$ cat config.mk
export PLATFORM = sky130hd
export DESIGN_NAME = amc_conv_ctrl
export DESIGN_NICKNAME = d
export VERILOG_FILES = /design/src/core/amc_pkg.sv /design/src/core/amc_conv_ctrl.sv /design/src/core/amc_prescaler.sv
export VERILOG_INCLUDE_DIRS = /design/src /design/src/core
export SDC_FILE = /design/constraint.sdc
export NUM_CORES = 1
export LEC_CHECK = 0
export BUFFER_PORTS_ARGS = -buffer_cell sky130_fd_sc_hd__buf_2
export CAP_MARGIN = 20
export CORE_MARGIN = 8
export CORE_UTILIZATION = 40
export DETAILED_ROUTE_END_ITERATION = 10
export GPL_TIMING_DRIVEN = 1
export MAX_ROUTING_LAYER = met4
export PLACE_DENSITY = 0.73
export SYNTH_ARGS = -nofsm -noshare
export SYNTH_HDL_FRONTEND = slang
export SYNTH_SLANG_ARGS = --single-unit
$ cat constraint.sdc
create_clock -name clk -period 5.2 [get_ports clk]
set_input_delay 0.26 -clock clk [delete_from_list [all_inputs] [get_ports clk]]
set_output_delay 0.26 -clock clk [all_outputs]
set_load 0.01 [all_outputs]
$ cat src/core/amc_defs.svh
// offsets, field positions, reset values and timing counts of the converter control block
`ifndef AMC_DEFS_SVH
`define AMC_DEFS_SVH
`define AMC_OFF_RES_LOW 8'h78
`define AMC_OFF_RES_HIGH 8'h79
`define AMC_OFF_CTRL_STAT 8'h7A
`define AMC_OFF_TRIG_SEL 8'h7B
`define AMC_OFF_IN_REF_SEL 8'h7C
`define AMC_BYTE_ADDR(idx) ({22'h0, (idx), 2'b00})
`define AMC_CS_ENABLE 7
`define AMC_CS_START 6
`define AMC_CS_AUTO 5
`define AMC_CS_DONE 4
`define AMC_CS_IRQ_EN 3
`define AMC_CS_PRESC_HI 2
`define AMC_MX_REF_HI 7
`define AMC_MX_REF_LO 6
`define AMC_MX_LEFT 5
`define AMC_MX_CHAN_HI 3
`define AMC_RST_CTRL_STAT 8'h00
`define AMC_RST_IN_REF_SEL 8'h00
`define AMC_FIRST_CYCLES 25
`define AMC_NORMAL_CYCLES 13
`define AMC_FULL_SCALE 1024
`endif

$ cat src/core/amc_pkg.sv
// types shared by the converter control block
`default_nettype none
package amc_pkg;
    typedef enum logic [1:0] {
        REF_EXT_PIN,
        REF_SUPPLY,
        REF_RESERVED,
        REF_INTERNAL
    } amc_ref_t;
    typedef enum logic [1:0] {
        ST_OFF,
        ST_IDLE,
        ST_CONVERT
    } amc_state_t;
endpackage : amc_pkg
`default_nettype wire

$ cat src/core/amc_conv_ctrl.sv
// converter control: channel, reference, alignment, start and timing over APB
`default_nettype none
`include "amc_defs.svh"
// Notes on behaviour
// - result is 10-bit unsigned, ground to reference
// - code equals vin times 1024 over vref
// - result valid once completion flag sets
// - channel 1000 enables temperature sensor
// - mux register reference, left adjust, channel fields
// - reference codes external, supply, reserved, internal
// - selections latch only between conversions
// - channel map external, sensor, bandgap, ground
// - left adjust changes presented data immediately
// - control register field layout, reset zero
// - enable powers up, clearing aborts conversion
// - start begins one or the first conversion
// - first conversion 25 cycles, later 13
// - start reads one while converting
// - writing zero to start is ignored
// - flag sets on completion, clears by ack/one
// - prescaler divides system clock by 2..128
// - auto trigger starts on trigger rising edge
// - free running restarts while start set
module amc_conv_ctrl #(
    parameter int RES_W = 10
) (
    input wire logic clk,
    input wire logic rstn,
    input wire logic psel,
    input wire logic penable,
    input wire logic pwrite,
    input wire logic [31:0] paddr,
    input wire logic [31:0] pwdata,
    output logic [31:0] prdata,
    output logic pready,
    output logic pslverr,
    input wire logic [RES_W-1:0] sample_code,
    input wire logic [7:0] trigger_sources,
    input wire logic vector_ack,
    output logic converter_power,
    output logic [3:0] active_channel,
    output logic [1:0] active_reference,
    output logic temp_sensor_enable,
    output logic sample_strobe,
    output logic conversion_irq
);
    logic [7:0] mux_r;
    logic [7:0] cs_r;
    logic [2:0] trig_sel_r;
    logic [3:0] chan_act_r;
    logic [1:0] ref_act_r;
    logic [RES_W-1:0] result_r;
    logic [4:0] cyc_r;
    logic first_r;
    logic trig_prev_r;
    logic trig_pend_r;
    amc_pkg::amc_state_t state_r;
    logic cv_tick;
    logic wr_en;
    logic rd_en;
    logic hit;
    logic wr_cs;
    logic wr_mux;
    logic wr_start;
    logic trig_level;
    logic trig_rise;
    logic begin_conv;
    logic finish;
    logic [4:0] conv_len;
    logic [15:0] presented;

    if (RES_W != 10) begin : g_bad_width
        $error("result width must be 10");
    end

    amc_prescaler #(.CNT_W(7)) u_presc (
        .clk(clk),
        .rstn(rstn),
        .run(cs_r[`AMC_CS_ENABLE]),
        .presc_sel(cs_r[`AMC_CS_PRESC_HI:0]),
        .tick(cv_tick)
    );

    // bus decode, zero wait states
    assign pready = 1'b1;
    assign wr_en = psel && penable && pwrite;
    assign rd_en = psel && !pwrite;
    always_comb begin
        unique case (paddr)
            `AMC_BYTE_ADDR(`AMC_OFF_RES_LOW),
            `AMC_BYTE_ADDR(`AMC_OFF_RES_HIGH),
            `AMC_BYTE_ADDR(`AMC_OFF_CTRL_STAT),
            `AMC_BYTE_ADDR(`AMC_OFF_TRIG_SEL),
            `AMC_BYTE_ADDR(`AMC_OFF_IN_REF_SEL): hit = 1'b1;
            default: hit = 1'b0;
        endcase
    end
    assign pslverr = psel && penable && !hit;
    assign wr_cs = wr_en && (paddr == `AMC_BYTE_ADDR(`AMC_OFF_CTRL_STAT));
    assign wr_mux = wr_en && (paddr == `AMC_BYTE_ADDR(`AMC_OFF_IN_REF_SEL));
    assign wr_start = wr_cs && pwdata[`AMC_CS_START] && pwdata[`AMC_CS_ENABLE];

    // rising edge of selected trigger; source 0 is free running
    assign trig_level = trigger_sources[trig_sel_r];
    assign trig_rise = cs_r[`AMC_CS_AUTO] && (trig_sel_r != 3'h0) && trig_level && !trig_prev_r;

    assign conv_len = first_r ? 5'(`AMC_FIRST_CYCLES) : 5'(`AMC_NORMAL_CYCLES);
    assign finish = (state_r == amc_pkg::ST_CONVERT) && cv_tick && (cyc_r == conv_len - 5'h1);
    assign begin_conv = (state_r == amc_pkg::ST_IDLE) && cv_tick
        && (cs_r[`AMC_CS_START] || trig_rise || trig_pend_r);

    always_ff @(posedge clk) begin
        if (!rstn) begin
            trig_prev_r <= 1'b0;
        end else begin
            trig_prev_r <= trig_level;
        end
    end

    // a trigger edge outside a conversion waits for the next converter tick; edges while converting are dropped
    always_ff @(posedge clk) begin
        if (!rstn || !cs_r[`AMC_CS_ENABLE] || !cs_r[`AMC_CS_AUTO]) begin
            trig_pend_r <= 1'b0;
        end else if (begin_conv) begin
            trig_pend_r <= 1'b0;
        end else if (trig_rise && state_r != amc_pkg::ST_CONVERT) begin
            trig_pend_r <= 1'b1;
        end
    end

    // mux register, bit 4 stored as zero, reserved reference codes kept
    always_ff @(posedge clk) begin
        if (!rstn) begin
            mux_r <= `AMC_RST_IN_REF_SEL;
        end else if (wr_mux) begin
            mux_r <= {pwdata[7:5], 1'b0, pwdata[3:0]};
        end
    end

    always_ff @(posedge clk) begin
        if (!rstn) begin
            trig_sel_r <= 3'h0;
        end else if (wr_en && paddr == `AMC_BYTE_ADDR(`AMC_OFF_TRIG_SEL)) begin
            trig_sel_r <= pwdata[2:0];
        end
    end

    // selection follows the register except while converting
    always_ff @(posedge clk) begin
        if (!rstn) begin
            chan_act_r <= 4'h0;
            ref_act_r <= 2'h0;
        end else if (state_r != amc_pkg::ST_CONVERT || finish) begin
            chan_act_r <= mux_r[`AMC_MX_CHAN_HI:0];
            ref_act_r <= mux_r[`AMC_MX_REF_HI:`AMC_MX_REF_LO];
        end
    end

    // control and status register
    always_ff @(posedge clk) begin
        if (!rstn) begin
            cs_r <= `AMC_RST_CTRL_STAT;
        end else begin
            if (wr_cs) begin
                cs_r[`AMC_CS_ENABLE] <= pwdata[`AMC_CS_ENABLE];
                cs_r[`AMC_CS_AUTO] <= pwdata[`AMC_CS_AUTO];
                cs_r[`AMC_CS_IRQ_EN] <= pwdata[`AMC_CS_IRQ_EN];
                cs_r[`AMC_CS_PRESC_HI:0] <= pwdata[`AMC_CS_PRESC_HI:0];
            end
            // start: set by a one with enable, cleared on finish unless free running, or on disable
            if (wr_cs && !pwdata[`AMC_CS_ENABLE]) begin
                cs_r[`AMC_CS_START] <= 1'b0;
            end else if (wr_start) begin
                cs_r[`AMC_CS_START] <= 1'b1;
            end else if (finish && !(cs_r[`AMC_CS_AUTO] && trig_sel_r == 3'h0)) begin
                cs_r[`AMC_CS_START] <= 1'b0;
            end else if (begin_conv) begin
                cs_r[`AMC_CS_START] <= 1'b1;
            end
            // completion flag: set wins over clear
            if (finish) begin
                cs_r[`AMC_CS_DONE] <= 1'b1;
            end else if (vector_ack || (wr_cs && pwdata[`AMC_CS_DONE])) begin
                cs_r[`AMC_CS_DONE] <= 1'b0;
            end
        end
    end

    // conversion sequencer
    always_ff @(posedge clk) begin
        if (!rstn) begin
            state_r <= amc_pkg::ST_OFF;
            cyc_r <= 5'h0;
            first_r <= 1'b1;
        end else if (!cs_r[`AMC_CS_ENABLE]) begin
            state_r <= amc_pkg::ST_OFF;
            cyc_r <= 5'h0;
            first_r <= 1'b1;
        end else begin
            unique case (state_r)
                amc_pkg::ST_OFF: begin
                    state_r <= amc_pkg::ST_IDLE;
                end
                amc_pkg::ST_IDLE: begin
                    if (begin_conv) begin
                        state_r <= amc_pkg::ST_CONVERT;
                        cyc_r <= 5'h0;
                    end
                end
                amc_pkg::ST_CONVERT: begin
                    if (finish) begin
                        state_r <= amc_pkg::ST_IDLE;
                        first_r <= 1'b0;
                    end else if (cv_tick) begin
                        cyc_r <= cyc_r + 5'h1;
                    end
                end
            endcase
        end
    end

    // result capture at completion
    always_ff @(posedge clk) begin
        if (!rstn) begin
            result_r <= '0;
        end else if (finish) begin
            result_r <= sample_code;
        end
    end

    // alignment applied at read time
    assign presented = mux_r[`AMC_MX_LEFT] ? {result_r, 6'h00} : {6'h00, result_r};

    always_ff @(posedge clk) begin
        if (!rstn) begin
            prdata <= 32'h0000_0000;
        end else if (rd_en && !penable) begin
            unique case (paddr)
                `AMC_BYTE_ADDR(`AMC_OFF_RES_LOW): prdata <= {24'h000000, presented[7:0]};
                `AMC_BYTE_ADDR(`AMC_OFF_RES_HIGH): prdata <= {24'h000000, presented[15:8]};
                `AMC_BYTE_ADDR(`AMC_OFF_CTRL_STAT): prdata <= {24'h000000, cs_r};
                `AMC_BYTE_ADDR(`AMC_OFF_TRIG_SEL): prdata <= {29'h0000000, trig_sel_r};
                `AMC_BYTE_ADDR(`AMC_OFF_IN_REF_SEL): prdata <= {24'h000000, mux_r};
                default: prdata <= 32'h0000_0000;
            endcase
        end
    end

    assign converter_power = cs_r[`AMC_CS_ENABLE];
    assign active_channel = chan_act_r;
    assign active_reference = ref_act_r;
    assign temp_sensor_enable = (chan_act_r == 4'h8);
    assign sample_strobe = finish;
    assign conversion_irq = cs_r[`AMC_CS_DONE] && cs_r[`AMC_CS_IRQ_EN];

    a_start_clears: assert property (@(posedge clk) disable iff (!rstn)
        (finish && !cs_r[`AMC_CS_AUTO] && !wr_cs) |=> !cs_r[`AMC_CS_START])
        else $error("start bit not cleared at completion");
    a_flag_sets: assert property (@(posedge clk) disable iff (!rstn)
        finish |=> cs_r[`AMC_CS_DONE] && result_r == $past(sample_code))
        else $error("completion flag or result not updated");
    a_sel_locked: assert property (@(posedge clk) disable iff (!rstn)
        (state_r == amc_pkg::ST_CONVERT && !finish && cs_r[`AMC_CS_ENABLE]) |=> $stable(chan_act_r))
        else $error("channel changed mid conversion");
    a_disable_aborts: assert property (@(posedge clk) disable iff (!rstn)
        (wr_cs && !pwdata[`AMC_CS_ENABLE]) |=> ##1 state_r == amc_pkg::ST_OFF && !cs_r[`AMC_CS_START])
        else $error("disable did not abort");
    a_zero_start: assert property (@(posedge clk) disable iff (!rstn)
        (wr_cs && pwdata[`AMC_CS_ENABLE] && !pwdata[`AMC_CS_START] && cs_r[`AMC_CS_START] && !finish)
        |=> cs_r[`AMC_CS_START])
        else $error("zero write altered start");
    a_len_normal: assert property (@(posedge clk) disable iff (!rstn)
        finish |-> cyc_r == (first_r ? 5'd24 : 5'd12))
        else $error("wrong conversion length");
    a_left_adj: assert property (@(posedge clk) disable iff (!rstn)
        mux_r[`AMC_MX_LEFT] |-> presented[5:0] == 6'h00 && presented[15:6] == result_r)
        else $error("left adjust wrong");
    a_temp_sense: assert property (@(posedge clk) disable iff (!rstn)
        (state_r != amc_pkg::ST_CONVERT && mux_r[`AMC_MX_CHAN_HI:0] == 4'h8) |=> temp_sensor_enable)
        else $error("temperature sensor not enabled");
    a_mux_reset: assert property (@(posedge clk)
        !rstn |=> mux_r == 8'h00 && cs_r == 8'h00)
        else $error("registers not reset");
    a_trig_start: assert property (@(posedge clk) disable iff (!rstn)
        (state_r == amc_pkg::ST_IDLE && cv_tick && trig_pend_r) |=> state_r == amc_pkg::ST_CONVERT)
        else $error("pending trigger did not start");
    a_trig_clear: assert property (@(posedge clk) disable iff (!rstn)
        !cs_r[`AMC_CS_AUTO] |=> !trig_pend_r)
        else $error("trigger pending without auto trigger");
    a_busy_start: assert property (@(posedge clk) disable iff (!rstn)
        (state_r == amc_pkg::ST_CONVERT && cs_r[`AMC_CS_ENABLE]) |-> cs_r[`AMC_CS_START])
        else $error("start bit low while converting");
    a_begin_idle: assert property (@(posedge clk) disable iff (!rstn)
        (state_r == amc_pkg::ST_IDLE && cv_tick && cs_r[`AMC_CS_START]) |=> state_r == amc_pkg::ST_CONVERT)
        else $error("start did not begin a conversion");
    a_free_restart: assert property (@(posedge clk) disable iff (!rstn)
        (finish && cs_r[`AMC_CS_AUTO] && trig_sel_r == 3'h0 && !wr_cs) |=> cs_r[`AMC_CS_START])
        else $error("free running start bit dropped");
    a_off_state: assert property (@(posedge clk) disable iff (!rstn)
        !cs_r[`AMC_CS_ENABLE] |=> state_r == amc_pkg::ST_OFF)
        else $error("sequencer running while disabled");
    a_off_quiet: assert property (@(posedge clk) disable iff (!rstn)
        !cs_r[`AMC_CS_ENABLE] |-> !sample_strobe)
        else $error("completion while disabled");
    a_first_after_off: assert property (@(posedge clk) disable iff (!rstn)
        state_r == amc_pkg::ST_OFF |-> first_r)
        else $error("long first conversion not armed");
    a_done_ack: assert property (@(posedge clk) disable iff (!rstn)
        (vector_ack && !finish) |=> !cs_r[`AMC_CS_DONE])
        else $error("vector ack did not clear flag");
    a_done_sw: assert property (@(posedge clk) disable iff (!rstn)
        (wr_cs && pwdata[`AMC_CS_DONE] && !finish) |=> !cs_r[`AMC_CS_DONE])
        else $error("writing one did not clear flag");
    a_strobe_pulse: assert property (@(posedge clk) disable iff (!rstn)
        sample_strobe |=> !sample_strobe)
        else $error("completion strobe longer than one cycle");
    a_result_hold: assert property (@(posedge clk) disable iff (!rstn)
        !finish |=> $stable(result_r))
        else $error("result changed without completion");
    a_sel_follow: assert property (@(posedge clk) disable iff (!rstn)
        (state_r != amc_pkg::ST_CONVERT) |=> chan_act_r == $past(mux_r[`AMC_MX_CHAN_HI:0])
        && ref_act_r == $past(mux_r[`AMC_MX_REF_HI:`AMC_MX_REF_LO]))
        else $error("selection not following register");
    a_mux_write: assert property (@(posedge clk) disable iff (!rstn)
        wr_mux |=> mux_r == {$past(pwdata[7:5]), 1'b0, $past(pwdata[3:0])})
        else $error("mux register write wrong");
    // read path
    a_read_high: assert property (@(posedge clk) disable iff (!rstn)
        (rd_en && !penable && !finish && paddr == `AMC_BYTE_ADDR(`AMC_OFF_RES_HIGH))
        |=> prdata[7:0] == (mux_r[`AMC_MX_LEFT] ? result_r[9:2] : {6'h00, result_r[9:8]}))
        else $error("result high byte wrong");
    a_read_low: assert property (@(posedge clk) disable iff (!rstn)
        (rd_en && !penable && !finish && paddr == `AMC_BYTE_ADDR(`AMC_OFF_RES_LOW))
        |=> prdata[7:0] == (mux_r[`AMC_MX_LEFT] ? {result_r[1:0], 6'h00} : result_r[7:0]))
        else $error("result low byte wrong");
    a_read_mux: assert property (@(posedge clk) disable iff (!rstn)
        (rd_en && !penable && paddr == `AMC_BYTE_ADDR(`AMC_OFF_IN_REF_SEL)) |=> prdata == {24'h000000, $past(mux_r)})
        else $error("mux register read wrong");
    a_read_status: assert property (@(posedge clk) disable iff (!rstn)
        (rd_en && !penable && paddr == `AMC_BYTE_ADDR(`AMC_OFF_CTRL_STAT)) |=> prdata == {24'h000000, $past(cs_r)})
        else $error("status register read wrong");
    a_read_unmapped: assert property (@(posedge clk) disable iff (!rstn)
        (rd_en && !penable && !hit) |=> prdata == 32'h0000_0000)
        else $error("unmapped read not zero");
endmodule : amc_conv_ctrl
`default_nettype wire

$ cat src/core/amc_prescaler.sv
// converter clock tick generator from the system clock
`default_nettype none
module amc_prescaler #(
    parameter int CNT_W = 7
) (
    input wire logic clk,
    input wire logic rstn,
    input wire logic run,
    input wire logic [2:0] presc_sel,
    output logic tick
);
    logic [CNT_W-1:0] cnt_r;
    logic [CNT_W-1:0] mask;

    if (CNT_W < 7) begin : g_bad_width
        $error("prescaler counter too narrow");
    end

    // codes 0 and 1 both divide by two
    always_comb begin
        mask = (presc_sel == 3'h0) ? {{(CNT_W-1){1'b0}}, 1'b1} : CNT_W'((1 << presc_sel) - 1);
    end

    always_ff @(posedge clk) begin
        if (!rstn || !run) begin
            cnt_r <= '0;
        end else begin
            cnt_r <= cnt_r + 1'b1;
        end
    end

    assign tick = run && ((cnt_r & mask) == mask);

    a_tick_gap: assert property (@(posedge clk) disable iff (!rstn)
        tick |=> !tick)
        else $error("converter tick faster than divide by two");
endmodule : amc_prescaler
`default_nettype wire

Word-level counts from Yosys, hierarchy flattened:

Cells that the tools add are included.

* input bits: 88
* logic and storage cells: 110
* flip-flop bits (word level): 83
* output and inout bits: 44

* add/sub/neg operators: 4
* bitwise logic cells: 2
* reduce and logical (&&, ||, !) cells: 53
* multiplexer cells: 19
* shifts and indexed selects: 1
* equal/unequal tests: 15
* order comparisons: 1

Operators by type and width (number)
* $eq 32x9->1 const B: 5
* $pmux 8 s5: 1
* $logic_and 1x1->1: 24
* $mux 5: 4
* $mux 16: 1
* $ne 2x2->1 const B: 5
* $pmux 5 s2: 1
* $logic_not 1->1: 9
* $add 7x1->7 const B: 1
* $and 7x7->7: 1
* $eq 7x7->1: 1
* $mux 1: 7
* $mux 7: 1
* $shl 1x3->7 const A: 1
* $sub 7x2->7 const B: 1
* $logic_not 3->1: 2
* $logic_or 1x1->1: 6
* $pmux 2 s3: 1
* $reduce_and 2->1: 3
* $reduce_bool 3->1: 2
* $add 5x1->5 const B: 1
* $eq 5x5->1: 1
* $reduce_or 5->1: 1
* $sub 5x1->5 const B: 1
* other kinds (11): 14

Longest topological paths before layout:

* depth in word-level cells: 11
* gate-level depth with buffers: 8

Cells and area by module:

From an unflattened synthesis, not the netlist that was laid out.

* cell total of the unflattened synthesis: 380
* area, all modules: 3240.6 µm²

Modules (own cells, without submodules)
* amc_conv_ctrl: area an instance 2926.6 µm², cells each 342, instances 1
* amc_prescaler: area an instance 314.1 µm², cells each 38, instances 1

Worst setup path before layout:

OpenSTA, ideal clock, no wires.

* path type: register to register
* start: register trig_sel_r[0]
* end: register cyc_r[4]
* cell stages (with the launch flop): 8
* slack: 3210 ps
* data arrival time: 1919 ps
* cell sequence: dfxtp_1 -> buf_4 -> nor3_1 -> or3b_4 -> nor4_4 -> o221ai_2 -> or4_1 -> a21oi_1

* cells in the longest elaborated chain, start to end: 9
* elaborated cells on any way between the ends: 11

Ends and longest elaborated chain
* from (decl): line amc_conv_ctrl.sv:49 `logic [2:0] trig_sel_r;`
* from (signal assigned): line amc_conv_ctrl.sv:144 `trig_sel_r <= pwdata[2:0];`
* $bmux 1 s3 / $reduce_bool 3->1 (equally long branches): line amc_conv_ctrl.sv:104, amc_conv_ctrl.sv:105
* $mux 1 (implied by the code) / $logic_and 1x1->1 (equally long branches): line amc_conv_ctrl.sv:104, amc_conv_ctrl.sv:105
* $logic_and 1x1->1 * (2 in series): line amc_conv_ctrl.sv:105 `` assign trig_rise = cs_r[`AMC_CS_AUTO] && (trig_sel_r != 3'h0) && trig_level && !trig_prev_r; ``
* $logic_or 1x1->1 * (2 in series): line amc_conv_ctrl.sv:110 `` && (cs_r[`AMC_CS_START] || trig_rise || trig_pend_r); ``
* $logic_and 1x1->1 *: line amc_conv_ctrl.sv:109 `assign begin_conv = (state_r == amc_pkg::ST_IDLE) && cv_tick`
* $ne 2x2->1 (no line) *
* $reduce_and 4->1 (no line) *
* to (signal assigned): line amc_conv_ctrl.sv:215 `cyc_r <= cyc_r + 5'h1;`
* to (decl): line amc_conv_ctrl.sv:53 `logic [4:0] cyc_r;`

Mark *: on every way between the ends. The rest lies on a longest branch, timed or not. The select of a mux whose other input is x is not followed.
A chain may end at the register's enable or synchronous reset.

Worst setup path after layout:

* start: register u_presc.cnt_r[2]
* end: output port sample_strobe

* cells in the longest elaborated chain, start to end: 5

Ends and longest elaborated chain
* from (decl): line amc_prescaler.sv:12 `logic [CNT_W-1:0] cnt_r;`
* from (signal assigned): line amc_prescaler.sv:28 `cnt_r <= cnt_r + 1'b1;`
* $and 7x7->7: line amc_prescaler.sv:32 `assign tick = run && ((cnt_r & mask) == mask);`
* $eq 7x7->1: line amc_prescaler.sv:32
* $logic_and 1x1->1: line amc_prescaler.sv:32
* $logic_and 1x1->1 (2 in series): line amc_conv_ctrl.sv:108 `assign finish = (state_r == amc_pkg::ST_CONVERT) && cv_tick && (cyc_r == conv_len - 5'h1);`
* to (decl): line amc_conv_ctrl.sv:44 `output logic sample_strobe,`

Every way passes these cells.

==> flow_metrics.py <==
metrics = {
    "floorplanning": {
        "die_w_um": 104,
        "io_pins": 132,
        "die_h_um": 104,
        "initial_core_util_pct": 40.8,
        "core_um2": 7610,
        "dieArea_um2": 10800,
        "num_rows": 32,
    },
    "power_and_ir_drop": {
        "p_seq_share_pct": 48.5,
        "p_leak_nw": 1.49,
        "p_clk_share_pct": 45.1,
        "p_sw_share_pct": 24.0,
        "p_sw_w": 0.000224,
        "power.share.combinational_pct": 6.4,
        "p_per_area_nw_per_um2": 253,
        "internal-power_w": 0.000711,
        "vdd_drop_max_v": 0.000228,
    },
    "timing": {
        "fin_crit_sh_pct": 53.9,
        "tightest_slew_ns": 1.03,
        "finalHoldViolations": 0,
        "min_period_ns": 2.80,
        "finClkSkew_ns": 0.00661,
        "setup_violations": 0,
        "rsz0062_at_grt": "false",
        "fmaxAchievable_mhz": 357,
        "drv_slew": 0,
        "setup_tns_ns": 0,
        "slew_headroom_pct": 30.9,
    },
    "worst_setup_path": {
        "critPathLaunchType": "flop",
        "crit_chain": "nand3_1 -> o21a_1 -> a311oi_2 -> nand2_1 -> inv_1 -> buf_2",
        "cp_max_fo": 14,
        "worst-endpoint-arrival_ns": 2.54,
        "max_stage_delay_ns": 0.61,
        "path_class": "flop to output pin",
        "crit_family": "simple AND/OR/NAND/NOR gates",
        "slowest_stage": "nand2_1",
        "cp-end-kind": "output pin",
        "cp_data_required_time_ns": 4.94,
        "worst-path-buf-inv": 2,
    },
    "route": {
        "drt-wirelength-per-cell_um": 14.6,
        "drtPass1Iterations": 4,
        "drt_iter0_markers": 138,
        "drt_wl_total_um": 7820,
        "vias_per_cell": 5.06,
        "drc": 0,
        "vias": 2711,
        "postRouteAntennaNets": 0,
    },
    "cts": {
        "post_cts_resized": 0,
        "clock_sinks": 59,
        "postCtsSetupBuffers": 0,
        "cts_tree": "yes",
        "hold_buffers": 0,
        "clockBufferDepth": 2,
        "htreeDepth": 3,
        "cts_buffers": 9,
        "worstSkewPairLatency_ns": 0.34,
        "clk_pin_slew_ns": 0.07,
        "clock-root-buffer": "clkbuf_8",
    },
    "layout": {
        "nets": 520,
        "stdcell_count": 536,
        "antennaDiodeCount": 0,
        "area_growth_syn_to_layout_pct": 19.0,
        "nFillCells": 727,
        "drive_above_1_share_pct": 25.8,
    },
    "synthesis": {
        "synth_fa_ha_area_share_pct": 1.21,
        "yosysMostFrequentCell": "dfxtp_1",
        "synth_seq_cells": 59,
        "synth-simple-area-share_pct": 23.1,
        "muxShareOfSynthArea_pct": 13.0,
        "yosysSeqAreaShare_pct": 38.1,
        "synth_compound_area_share_pct": 13.9,
        "postSynthAreaPerCell_um2": 8.83,
        "synth-edff-count": 0,
        "synth_largest_area_cell": "dfxtp_1",
        "synth_top_family_by_area": "simple AND/OR/NAND/NOR gates",
        "yosys.area.top_type_share_pct": 38.1,
        "synthTopCellsByCount": "59 x dfxtp_1, 53 x nor2_1, 37 x mux2i_1, 26 x buf_4, 16 x nand2_1",
        "ys.flop_type": "dfxtp_1",
        "synth_warnings": 0,
        "yosysUniqueCellTypes": 59,
        "synth_area_leaders": "dfxtp_1 38%, mux2i_1 12%, nor2_1 6.4%",
        "syn_inst": 351,
        "synth_area_um2": 3100,
        "synth_xor_area_share_pct": 1.41,
        "async_reset_ff_share_pct": 0,
    },
    "place": {
        "dp.cells": 520,
        "port_buffers": 82,
        "hpwl_um": 6110,
        "routabilityCongestion": 0.841,
    },
    "global_routing": {
        "grt_max_degree": 36,
        "first_global_vias": 2766,
        "grt.overflow.total": 0,
        "antenna_found_initial": 0,
        "grt_pass1_wl_um": 13100,
        "grt_usage_pct": 14.8,
    },
    "outcome": {
        "status": "complete, no violations",
    },
    "worst_hold_path": {
        "hold_path.class": "input pin to flop",
    },
    "flow_run": {
        "cap_violations": 0,
    },
}
==> power by group through the flow <==
stage               sequential (W)  combinational [W]  clock, W
finish                    0.000454          0.0000600  0.000422
global route              0.000454          0.0000663  0.000448
CTS                       0.000454          0.0000593  0.000428
detailed placement        0.000464          0.0000592         0
global placement          0.000464          0.0000582         0
floorplan                 0.000465          0.0000414         0
==> cells in the final DEF, fill, tap and decap left out, drive strengths merged, types with 4 or more instances in the layout <==
cell type	synthesis	final
buf	28	82
dfxtp	59	59
nor2	53	53
mux2i	37	37
conb	2	25
nand2	16	16
o21ai	15	15
a21oi	13	13
nand3	10	10
clkbuf	10	10
inv	9	9
nor4	9	9
nor3	7	7
nand2b	6	6
a32oi	6	6
and3	5	5
nor2b	5	5
clkinv	1	5
a31oi	4	4
xor2	4	4
nor3b	4	4
a22oi	4	4
==> registers in the layout (all words and copies together) (netlist names) <==
register,flops
u_presc.cnt_r,7
first_r,1
cs_r,8
trig_sel_r,3
active_reference,2
trig_pend_r,1
mux_r,7
cyc_r,5
trig_prev_r,1
result_r,10
prdata,8
state_r,2
active_channel,4
==> path summary, 6_finish.rpt <==
| check | from | to | slack (ns) | depth (start not counted) |
|---|---|---|---|---|
| max reg2reg | u_presc.cnt_r[2] | cs_r[6] | 2.76 | 6 |
| min reg2reg | prdata[7] | prdata[7] | 0.43 | 2 |
| min | sample_code[3] | result_r[3] | 0.14 | 3 |
| max | u_presc.cnt_r[2] | sample_strobe | 2.40 | 6 |
==> cell type report <==
type / count / area [um2] / share of cell area, %
multi-input cells: 267 / 1730 / 46.9
flip-flops and latches: 59 / 1180 / 32.0
repair buffers: 82 / 410 / 11.1
clock buffers: 10 / 138 / 3.73
well taps: 102 / 128 / 3.46
clock inverters: 6 / 65.1 / 1.76
inverters: 10 / 37.5 / 1.02
==> per-stage QoR <==
stage / setup slack, ns / instance area (um2) / utilization, % / hold slack (ns) / total power [W]
after floorplan: 3.21 / 3190 / - / 0.403 / 0.000506
after global placement: 2.52 / 3490 / 45.9 / 0.426 / 0.000522
after detailed placement: 2.47 / 3490 / 45.9 / 0.426 / 0.000523
after CTS: 2.37 / 3690 / 48.5 / 0.148 / 0.000941
after global routing: 2.17 / 3690 / 48.5 / 0.172 / 0.000968
final: 2.40 / 3690 / 48.5 / 0.145 / 0.000935
==> logic make-up after synthesis <==
family                     Yosys count
AOI/OAI and AO/OA                   61
xor gates and xnor gates             5
adders and majority gates            3
buffers and inverters               48
DFF                                 59
muxes                               40
other                                2
and+or+nand+nor                    133
==> worst reg2reg max path, delay by kind of cell (launching register included) <==
kind / cells / cell delay, ns
AO/OA/AOI/OAI: 4 / 1.16
AND/OR/NAND/NOR: 2 / 0.72
flip-flops: 1 / 0.44
==> layer usage <==
layer / wire length (um) / part of all wire (%) / global-route usage (%) / vias to the layer above
li1: - / - / - / 1364
met1: 3320 / 42 / 16.0 / 1274
met2: 4050 / 52 / 25.9 / 64
met3: 335 / 4.3 / 3.72 / 9
met4: 108 / 1.4 / 4.86 / 0
met5: 0 / 0 / - / -
Power figures use the tool's default switching activity.
